### config.mk
export PLATFORM = sky130hd
export DESIGN_NAME = dsmd_datapath
export DESIGN_NICKNAME = d
export VERILOG_FILES = /design/src/verilog/dsmd_pkg.sv /design/src/verilog/dsmd_multiplier_unit.sv /design/src/verilog/dsmd_datapath.sv
export VERILOG_INCLUDE_DIRS = /design/src /design/src/verilog
export SDC_FILE = /design/constraint.sdc
export NUM_CORES = 1
export LEC_CHECK = 0
export BUFFER_PORTS_ARGS = -buffer_cell sky130_fd_sc_hd__clkbuf_2
export CORE_ASPECT_RATIO = 1.5
export CORE_MARGIN = 2
export CORE_UTILIZATION = 45
export CTS_CLUSTER_DIAMETER = 40
export DETAILED_ROUTE_END_ITERATION = 8
export SLEW_MARGIN = 20
export SYNTH_ARGS = -nofsm -noshare
export SYNTH_HDL_FRONTEND = slang
export SYNTH_SLANG_ARGS = --single-unit
### constraint.sdc
create_clock -name sys_clk -period 7.4 [get_ports sys_clk]
set_input_delay 0 -clock sys_clk [delete_from_list [all_inputs] [get_ports sys_clk]]
set_output_delay 0 -clock sys_clk [all_outputs]
set_load 0.02 [all_outputs]
### src/verilog/dsmd_defines.svh
// Constants for the scaling and multiply datapath slice
`ifndef DSMD_DEFINES_SVH
`define DSMD_DEFINES_SVH

`define DSMD_DATA_W 16
`define DSMD_WIDE_W 32
`define DSMD_PROD_EXT_W 34
`define DSMD_ISHIFT_W 5
`define DSMD_ISHIFT_MAX 5'h10
`define DSMD_OSHIFT_W 3
`define DSMD_PSHIFT_L1 1
`define DSMD_PSHIFT_L4 4
`define DSMD_PSHIFT_R6 6
`define DSMD_HALF_HI_MSB 31
`define DSMD_HALF_HI_LSB 16
`define DSMD_HALF_LO_MSB 15
`define DSMD_HALF_LO_LSB 0
`define DSMD_ZERO_WIDE 32'h0000_0000
`define DSMD_ZERO_DATA 16'h0000

`endif

### src/verilog/dsmd_pkg.sv
// Types shared by the scaling and multiply datapath slice
package dsmd_pkg;

  // Product shifter settings
  typedef enum logic [1:0] {
    PSH_NONE,
    PSH_LEFT1,
    PSH_LEFT4,
    PSH_RIGHT6
  } dsmd_psh_t;

  // Main arithmetic unit operations
  typedef enum logic [2:0] {
    ALU_LOAD,
    ALU_ADD,
    ALU_SUB,
    ALU_AND,
    ALU_OR,
    ALU_XOR
  } dsmd_alu_op_t;

  // Operand source for the main arithmetic unit
  typedef enum logic {
    SRC_INPUT_SCALER,
    SRC_PRODUCT_SHIFTER
  } dsmd_src_t;

  // Source of the data write bus
  typedef enum logic {
    DWB_OUTPUT_SCALER,
    DWB_PRODUCT_SHIFTER
  } dsmd_dwb_src_t;

  // Half of a 32-bit word placed on the data write bus
  typedef enum logic {
    HALF_LOW,
    HALF_HIGH
  } dsmd_half_t;

  // Complete state of the datapath
  typedef struct packed {
    logic [31:0] accumulator_reg;
    logic [31:0] product_holding_reg;
    logic carry;
    logic [15:0] data_write_bus;
    logic write_valid;
  } dsmd_state_t;

endpackage

### src/verilog/dsmd_multiplier_unit.sv
// Single-cycle 16x16 multiplier, signed or unsigned
`timescale 1ns/100ps
`include "dsmd_defines.svh"

module dsmd_multiplier_unit (
  input wire logic [`DSMD_DATA_W-1:0] mul_a,
  input wire logic [`DSMD_DATA_W-1:0] mul_b,
  input wire logic mul_signed,
  output logic [`DSMD_WIDE_W-1:0] mul_product
);

  logic signed [`DSMD_DATA_W:0] ext_a;
  logic signed [`DSMD_DATA_W:0] ext_b;
  logic signed [`DSMD_PROD_EXT_W-1:0] full_product;

  // Extra top bit is the sign in signed mode, zero in unsigned mode
  always_comb begin
    ext_a = {mul_signed & mul_a[`DSMD_DATA_W-1], mul_a};
    ext_b = {mul_signed & mul_b[`DSMD_DATA_W-1], mul_b};
    full_product = ext_a * ext_b;
    mul_product = full_product[`DSMD_WIDE_W-1:0];
  end

endmodule // dsmd_multiplier_unit

### src/verilog/dsmd_datapath.sv
// Scaling shifters, multiplier, product register and main arithmetic unit
//
// Notes on behaviour
// - The input scaler widens a 16-bit operand to 32 bits shifted left by 0 to 16 places.
// - Input scaling is combinational within the operand cycle and adds no clock.
// - The multiplier forms the full 32-bit product of two 16-bit operands in one cycle.
// - Each multiply selects signed two's-complement or unsigned operation.
// - A 32-bit product register captures each product and holds it until the next one.
// - The product shifter passes, shifts left one, shifts left four or shifts right six.
// - The product shifter is combinational and adds no clock to any operation.
// - The shifted product can feed both the main arithmetic unit and the data write bus.
// - The output scaler shifts the 32-bit accumulator left by 0 to 7 places.
// - The output scaler puts the high or low 16 bits of the shifted value on the write bus.
// - The main arithmetic unit combines the accumulator with a scaled operand in one cycle.
`timescale 1ns/100ps
`include "dsmd_defines.svh"

module dsmd_datapath (
  input wire logic sys_clk,
  input wire logic reset_n,
  // Input scaler operand
  input wire logic [`DSMD_DATA_W-1:0] data_read_bus,
  input wire logic [`DSMD_ISHIFT_W-1:0] input_shift,
  // Multiplier request
  input wire logic mult_go,
  input wire logic mult_signed,
  input wire logic [`DSMD_DATA_W-1:0] mult_a,
  input wire logic [`DSMD_DATA_W-1:0] mult_b,
  // Product shifter setting
  input wire dsmd_pkg::dsmd_psh_t product_shift,
  // Main arithmetic unit request
  input wire logic alu_go,
  input wire dsmd_pkg::dsmd_alu_op_t alu_op,
  input wire dsmd_pkg::dsmd_src_t alu_src,
  // Data write bus request
  input wire logic write_go,
  input wire dsmd_pkg::dsmd_dwb_src_t write_src,
  input wire dsmd_pkg::dsmd_half_t write_half,
  input wire logic [`DSMD_OSHIFT_W-1:0] output_shift,
  // Results
  output logic [`DSMD_WIDE_W-1:0] accumulator_reg,
  output logic [`DSMD_WIDE_W-1:0] product_holding_reg,
  output logic alu_carry,
  output logic [`DSMD_DATA_W-1:0] data_write_bus,
  output logic data_write_valid
);

  ////////////////////////////////////////////////////////////////////////////////
  // Shift functions

  // Zero-filling left shift of a 32-bit word
  function automatic logic [`DSMD_WIDE_W-1:0] shl32(
    input logic [`DSMD_WIDE_W-1:0] value,
    input logic [`DSMD_ISHIFT_W-1:0] amount
  );
    shl32 = value << amount;
  endfunction

  // Select one 16-bit half of a 32-bit word
  function automatic logic [`DSMD_DATA_W-1:0] pick_half(
    input logic [`DSMD_WIDE_W-1:0] value,
    input dsmd_pkg::dsmd_half_t half
  );
    if (half == dsmd_pkg::HALF_HIGH) begin
      pick_half = value[`DSMD_HALF_HI_MSB:`DSMD_HALF_HI_LSB];
    end else begin
      pick_half = value[`DSMD_HALF_LO_MSB:`DSMD_HALF_LO_LSB];
    end
  endfunction

  // 33-bit sum of two words and a carry in; the top bit is the carry out
  function automatic logic [`DSMD_WIDE_W:0] add_carry(
    input logic [`DSMD_WIDE_W-1:0] lhs,
    input logic [`DSMD_WIDE_W-1:0] rhs,
    input logic carry_in
  );
    add_carry = {1'b0, lhs} + {1'b0, rhs} + {`DSMD_ZERO_WIDE, carry_in};
  endfunction

  ////////////////////////////////////////////////////////////////////////////////
  // State

  dsmd_pkg::dsmd_state_t state_q;
  dsmd_pkg::dsmd_state_t state_d;

  logic [`DSMD_WIDE_W-1:0] mult_result;
  logic [`DSMD_ISHIFT_W-1:0] in_amount;
  logic [`DSMD_WIDE_W-1:0] in_scaled;
  logic [`DSMD_WIDE_W-1:0] prod_scaled;
  logic [`DSMD_WIDE_W-1:0] out_scaled;
  logic [`DSMD_WIDE_W-1:0] alu_operand;
  logic [`DSMD_WIDE_W:0] alu_sum;

  ////////////////////////////////////////////////////////////////////////////////
  // Multiplier

  dsmd_multiplier_unit u_multiplier_unit (
    .mul_a(mult_a),
    .mul_b(mult_b),
    .mul_signed(mult_signed),
    .mul_product(mult_result)
  );

  ////////////////////////////////////////////////////////////////////////////////
  // Scalers, all combinational

  always_comb begin
    // Amounts above sixteen are held at sixteen
    if (input_shift > `DSMD_ISHIFT_MAX) begin
      in_amount = `DSMD_ISHIFT_MAX;
    end else begin
      in_amount = input_shift;
    end
    in_scaled = shl32({`DSMD_ZERO_DATA, data_read_bus}, in_amount);

    unique case (product_shift)
      dsmd_pkg::PSH_NONE: begin
        prod_scaled = state_q.product_holding_reg;
      end
      dsmd_pkg::PSH_LEFT1: begin
        prod_scaled = state_q.product_holding_reg << `DSMD_PSHIFT_L1;
      end
      dsmd_pkg::PSH_LEFT4: begin
        prod_scaled = state_q.product_holding_reg << `DSMD_PSHIFT_L4;
      end
      dsmd_pkg::PSH_RIGHT6: begin
        // Sign fill keeps signed product sums correct
        prod_scaled = $signed(state_q.product_holding_reg) >>> `DSMD_PSHIFT_R6;
      end
    endcase

    // Output scaler works on the registered accumulator
    out_scaled = shl32(state_q.accumulator_reg, {2'b00, output_shift});
  end

  ////////////////////////////////////////////////////////////////////////////////
  // Next state

  always_comb begin
    state_d = state_q;
    alu_sum = {1'b0, `DSMD_ZERO_WIDE};

    // Operand from the input scaler or the product shifter
    if (alu_src == dsmd_pkg::SRC_PRODUCT_SHIFTER) begin
      alu_operand = prod_scaled;
    end else begin
      alu_operand = in_scaled;
    end

    // Raw product is stored; scaling is applied on the way out
    if (mult_go) begin
      state_d.product_holding_reg = mult_result;
    end

    if (alu_go) begin
      unique case (alu_op)
        dsmd_pkg::ALU_LOAD: begin
          state_d.accumulator_reg = alu_operand;
        end
        dsmd_pkg::ALU_ADD: begin
          alu_sum = add_carry(state_q.accumulator_reg, alu_operand, 1'b0);
          state_d.accumulator_reg = alu_sum[`DSMD_WIDE_W-1:0];
          state_d.carry = alu_sum[`DSMD_WIDE_W];
        end
        dsmd_pkg::ALU_SUB: begin
          // Carry is set when no borrow occurs
          alu_sum = add_carry(state_q.accumulator_reg, ~alu_operand, 1'b1);
          state_d.accumulator_reg = alu_sum[`DSMD_WIDE_W-1:0];
          state_d.carry = alu_sum[`DSMD_WIDE_W];
        end
        dsmd_pkg::ALU_AND: begin
          state_d.accumulator_reg = state_q.accumulator_reg & alu_operand;
        end
        dsmd_pkg::ALU_OR: begin
          state_d.accumulator_reg = state_q.accumulator_reg | alu_operand;
        end
        dsmd_pkg::ALU_XOR: begin
          state_d.accumulator_reg = state_q.accumulator_reg ^ alu_operand;
        end
        default: begin
          state_d.accumulator_reg = state_q.accumulator_reg;
        end
      endcase
    end

    // Write bus takes the accumulator before this cycle's update
    state_d.write_valid = write_go;
    if (write_go) begin
      if (write_src == dsmd_pkg::DWB_PRODUCT_SHIFTER) begin
        state_d.data_write_bus = pick_half(prod_scaled, write_half);
      end else begin
        state_d.data_write_bus = pick_half(out_scaled, write_half);
      end
    end
  end

  ////////////////////////////////////////////////////////////////////////////////
  // Registers

  // Synchronous reset; every field starts at zero
  always_ff @(posedge sys_clk) begin
    if (!reset_n) begin
      state_q.accumulator_reg <= `DSMD_ZERO_WIDE;
      state_q.product_holding_reg <= `DSMD_ZERO_WIDE;
      state_q.carry <= 1'b0;
      state_q.data_write_bus <= `DSMD_ZERO_DATA;
      state_q.write_valid <= 1'b0;
    end else begin
      state_q <= state_d;
    end
  end

  // Every output is a flip-flop of the state record
  assign accumulator_reg = state_q.accumulator_reg;
  assign product_holding_reg = state_q.product_holding_reg;
  assign alu_carry = state_q.carry;
  assign data_write_bus = state_q.data_write_bus;
  assign data_write_valid = state_q.write_valid;

endmodule // dsmd_datapath

==> parameters.txt <==
Parameter                              Value

Flow run
  Count of maximum capacitance violations ... 0

CTS
  Register clock-pin slew on the reported worst setup and hold paths ... about 0.070 ns
  CTS Hold Buffers Added ... 0
  Clock buffers created by TritonCTS ... 9
  Sinks on Clock Net ... 82
  Clock latency of the later-clocked register in the worst-skew pair ... 0.39 ns
  Max clock buf depth ... 2
  Count of buffers added by post-CTS timing repair for setup ... 0
  Number of H-tree branching levels ... 3
  Root Driver ... sky130_fd_sc_hd__clkbuf_16
  TritonCTS clock tree ... built
  Post-CTS Resized ... 0

Power and ir drop
  Pwr dens ... 395.0 mW/mm2
  Static power due to leakage ... 0.01118 uW
  Peak supply drop ... 0.0003546 V

GRT
  GRT overflow ... 0
  Antenna violations before repair ... 1
  Global-route wire length before repair ... 117,800 um
  Overall global routing resource usage ... 0.3025
  Vias in the first global route ... 20,620
  Largest net degree at the start of global routing ... 59

STA
  Relative slew slack ... 0.1803
  Maximum achievable frequency ... 0.1643 GHz
  Total setup violations reported at the end of the flow ... 0
  Setup slack after layout ... approximately 1.3 ns
  Pin slew with the least headroom to its limit ... 1.230 ns
  Shortest period the worst path allows ... 6.088 ns
  Setup repair after global routing missed its margin ... no
  Final worst-path cycle share ... 0.8227
  Final total negative setup slack ... 0 ns
  Number of max-slew violations in the final report ... 0
  Worst clock skew ... between 0.01 and 0.015 ns
  Hold Vio Cnt, Final ... 0
  Smallest hold slack ... 0.05793 ns

Placed design
  DPL Wire Length ... 61,350 um
  Count of buffers inserted at the top-level ports ... 151
  Final weighted congestion in routability-driven placement ... about 0.94
  Pre-CTS setup slack ... between 0.9 and 1 ns
  Cell area after placement ... 0.02324 mm2

Worst setup path
  Worst endpoint required time ... 7.67 ns
  Worst stage delay on the critical path ... 0.77 ns
  Start point of the critical path ... mult_b[5]
  Startpoint of the worst register-to-register path ... product_holding_reg[15]
  Maximum fanout count along the critical path ... 17
  Number of buffer and inverter stages on the critical path ... 7
  Kind of end point of the critical path ... flop
  R2R Path End ... accumulator_reg[30]
  Data arrival time of the worst path ... 6.36 ns
  Crit path kind ... input pin to flop
  CP endpoint ... product_holding_reg[30]
  Family of cells with the greatest summed delay on the critical path ... adder cells
  Path depth of the worst reg2reg path ... 12
  Nature of the critical path startpoint ... input pin
  Slowest stage cell on the critical path ... sky130_fd_sc_hd__a2111oi_0
  Worst-case register-to-register setup slack ... 2.64 ns
  Cell-by-cell trace of the critical path ... clkbuf_2 > and2_1 > fa_1 > inv_1 > fa_1 > inv_1 > fa_1 > inv_1 > fa_1 > inv_1 > fa_1 > inv_1 > fa_1 > inv_1 > ha_1 > nand3_1 > a2111oi_0 > o41a_1 > o21ai_1 > o21ai_1 > a211oi_1 > a311o_1
  Cell depth of the worst setup path ... 22

Die
  Die H ... 275.8 um
  Placement row count ... 99
  Die boundary width ... 185.2 um
  Die Outline Area ... 0.05109 mm2
  I/O pins ... ~150
  Core area ... roughly 0.05 mm2
  Effective utilization at floorplan ... 0.4554

Routing
  Vias per Instance ... roughly 6
  Number of iterations in the first detailed-routing pass ... 6
  Average wire per standard cell ... ~22 um
  Number of DRC markers in iteration 0 ... around 1,200
  Via total after detailed routing ... 19,780
  Detailed-route wire length ... roughly 76,000 um
  Total DRC errors in the routed layout ... 0
  Antenna Nets Post-Route ... 0

Yosys
  Flip-flop and latch count after synthesis ... 82
  Number of distinct standard cells referenced by the synthesized netlist ... 102
  Seq/Total Area, Yosys ... 0.07405
  Yosys warning count ... 0
  Number of cells produced by synthesis ... between 2,000 and 3,000
  Cell Area, Synth ... 0.02217 mm2
  Average cell area after synthesis ... between 8 and 9 um2
  Dominant synthesized flop cell ... sky130_fd_sc_hd__dfxtp_1
  Number of flops mapped to enable cells by yosys ... 0
  Syn_nets ... 3,237
  Share of async-settable or async-resettable flops after synthesis ... 0

Cells and area
  Combined flip-flop and latch cell area ... ~0.0016 mm2
  Ratio of cells with drive above 1 in the final layout ... 0.1093
  Area occupied by multi-input gates ... 0.01823 mm2
  Net count of the finished layout ... 3,255
  Area growth from synthesis to final layout ... 6.045%
  Final-layout fill cell count ... 4,885
  Final instance area ... 0.02351 mm2

Outcome
  Run status ... completed

Min path
  Worst min-delay path category ... input pin to flop
## cell usage after synthesis, types with 12 or more instances
library cell / n / share of area
sky130_fd_sc_hd__fa_1: 284 / 0.26
sky130_fd_sc_hd__buf_1: 12 / 0.0020
sky130_fd_sc_hd__a31oi_1: 20 / 0.0056
sky130_fd_sc_hd__nand2_1: 280 / 0.047
sky130_fd_sc_hd__a211oi_1: 35 / 0.012
sky130_fd_sc_hd__o21bai_1: 13 / 0.0044
sky130_fd_sc_hd__buf_2: 15 / 0.0034
sky130_fd_sc_hd__a21o_1: 51 / 0.017
sky130_fd_sc_hd__a221o_1: 16 / 0.0072
sky130_fd_sc_hd__nor3_1: 32 / 0.0072
sky130_fd_sc_hd__xnor2_1: 35 / 0.014
sky130_fd_sc_hd__o21a_1: 14 / 0.0047
sky130_fd_sc_hd__o211ai_1: 29 / 0.0098
sky130_fd_sc_hd__a21oi_1: 150 / 0.034
sky130_fd_sc_hd__or2_2: 14 / 0.0040
sky130_fd_sc_hd__dfxtp_1: 82 / 0.074
sky130_fd_sc_hd__and2_1: 144 / 0.041
sky130_fd_sc_hd__nor2_1: 163 / 0.028
sky130_fd_sc_hd__clkbuf_1: 131 / 0.022
sky130_fd_sc_hd__nand3_1: 31 / 0.0070
sky130_fd_sc_hd__or3_1: 13 / 0.0037
sky130_fd_sc_hd__o21ai_0: 105 / 0.024
sky130_fd_sc_hd__nor2b_1: 17 / 0.0048
sky130_fd_sc_hd__mux4_2: 46 / 0.047
sky130_fd_sc_hd__and3_1: 18 / 0.0051
sky130_fd_sc_hd__mux2i_1: 84 / 0.038
sky130_fd_sc_hd__mux2_2: 18 / 0.0091
sky130_fd_sc_hd__inv_1: 431 / 0.073
sky130_fd_sc_hd__ha_1: 178 / 0.10
sky130_fd_sc_hd__nand2b_1: 20 / 0.0056
## where the power goes
group,total (uW),internal (uW),switching [uW]
Clock,455,225,230
Combinational,8130,3460,4670
Sequential,703,541,162
Total,9290,4230,5060
## cells by family (layout without fill, tap and decap cells)
kind of cell | after synthesis | after routing | share of synthesized area
flops | 82 | 82 | 0.07405
other cells | 0 | 1 | 0
mux | 148 | 148 | 0.09380
buf+inv | 599 | 621 | 0.1042
xor+xnor | 40 | 40 | 0.01580
simple gates | 773 | 773 | 0.1668
compound gates | 601 | 601 | 0.1884
fa+ha+maj | 462 | 462 | 0.3569
## cells in the final DEF, fill, tap and decap left out, types with 9 or more instances in the layout
master	synthesis	final
sky130_fd_sc_hd__o22ai_1	11	11
sky130_fd_sc_hd__o211ai_1	29	29
sky130_fd_sc_hd__nand3_1	31	31
sky130_fd_sc_hd__nand2b_1	20	19
sky130_fd_sc_hd__o21ai_1	9	9
sky130_fd_sc_hd__nor2b_1	17	17
sky130_fd_sc_hd__clkbuf_2	2	151
sky130_fd_sc_hd__and2_1	144	144
sky130_fd_sc_hd__buf_4	3	23
sky130_fd_sc_hd__a31oi_1	20	20
sky130_fd_sc_hd__a221o_1	16	16
sky130_fd_sc_hd__mux4_2	46	46
sky130_fd_sc_hd__and3_1	18	18
sky130_fd_sc_hd__fa_1	284	284
sky130_fd_sc_hd__mux2i_1	84	84
sky130_fd_sc_hd__mux2_2	18	18
sky130_fd_sc_hd__clkbuf_16	0	9
sky130_fd_sc_hd__o31ai_1	10	10
sky130_fd_sc_hd__inv_1	431	430
sky130_fd_sc_hd__a211oi_1	35	35
sky130_fd_sc_hd__xnor2_1	35	35
sky130_fd_sc_hd__or3_1	13	13
sky130_fd_sc_hd__ha_1	178	178
sky130_fd_sc_hd__o21ai_0	105	105
sky130_fd_sc_hd__o21bai_1	13	13
sky130_fd_sc_hd__dfxtp_1	82	82
sky130_fd_sc_hd__o221ai_1	10	10
sky130_fd_sc_hd__or2_2	14	14
sky130_fd_sc_hd__a32oi_1	10	10
sky130_fd_sc_hd__nand2_1	280	280
sky130_fd_sc_hd__a21o_1	51	51
sky130_fd_sc_hd__o21a_1	14	14
sky130_fd_sc_hd__nand4_1	9	9
sky130_fd_sc_hd__nor2_1	163	161
sky130_fd_sc_hd__nor3_1	32	31
sky130_fd_sc_hd__a21oi_1	150	149
sky130_fd_sc_hd__a221oi_1	11	11
sky130_fd_sc_hd__nor4_1	9	9
## how the worst min path moves through the flow
stage	to	depth (start not counted)	startpoint	slack, ns
6_report	accumulator_reg[18]	2	alu_go	0.06
5_1_grt	accumulator_reg[18]	2	alu_go	0.04
4_1_cts	accumulator_reg[18]	2	alu_go	0.03
3_5_place_dp	data_write_valid	1	data_write_valid	0.42
3_3_place_gp	data_write_valid	1	data_write_valid	0.42
2_1_floorplan	accumulator_reg[18]	1	alu_go	0.10
## layer usage
| metal | GRT usage | share of wire | wire length (um) | up-vias |
|---|---|---|---|---|
| met5 | 0 | 0.00017 | 13 | - |
| met4 | 0.1871 | 0.067 | 5091 | 2 |
| met3 | 0.04895 | 0.058 | 4379 | 227 |
| met2 | 0.5558 | 0.52 | 39230 | 675 |
| met1 | 0.3203 | 0.36 | 26900 | 9787 |
| li1 | - | - | - | 9084 |
## area by class of cell
cell class                      count  area share
Multi-Input combinational cell   2024      0.7756
Sequential cell                    82     0.06983
Inverter                          432     0.06898
Timing Repair Buffer              174     0.03949
Tap cell                          656     0.03491
Clock buffer                       10    0.009740
Clock inverter                      5    0.001384
Antenna cell                        1   0.0001064
## stage by stage
stage	instances	total power, uW	utilization
floorplan	2705	6951	-
global placement	3368	8568	0.4774
detailed placement	3368	8814	0.4774
CTS	3383	9308	0.4828
global route	3383	10400	0.4829
finish	3384	9285	0.4829
Power figures use the tool's default switching activity.
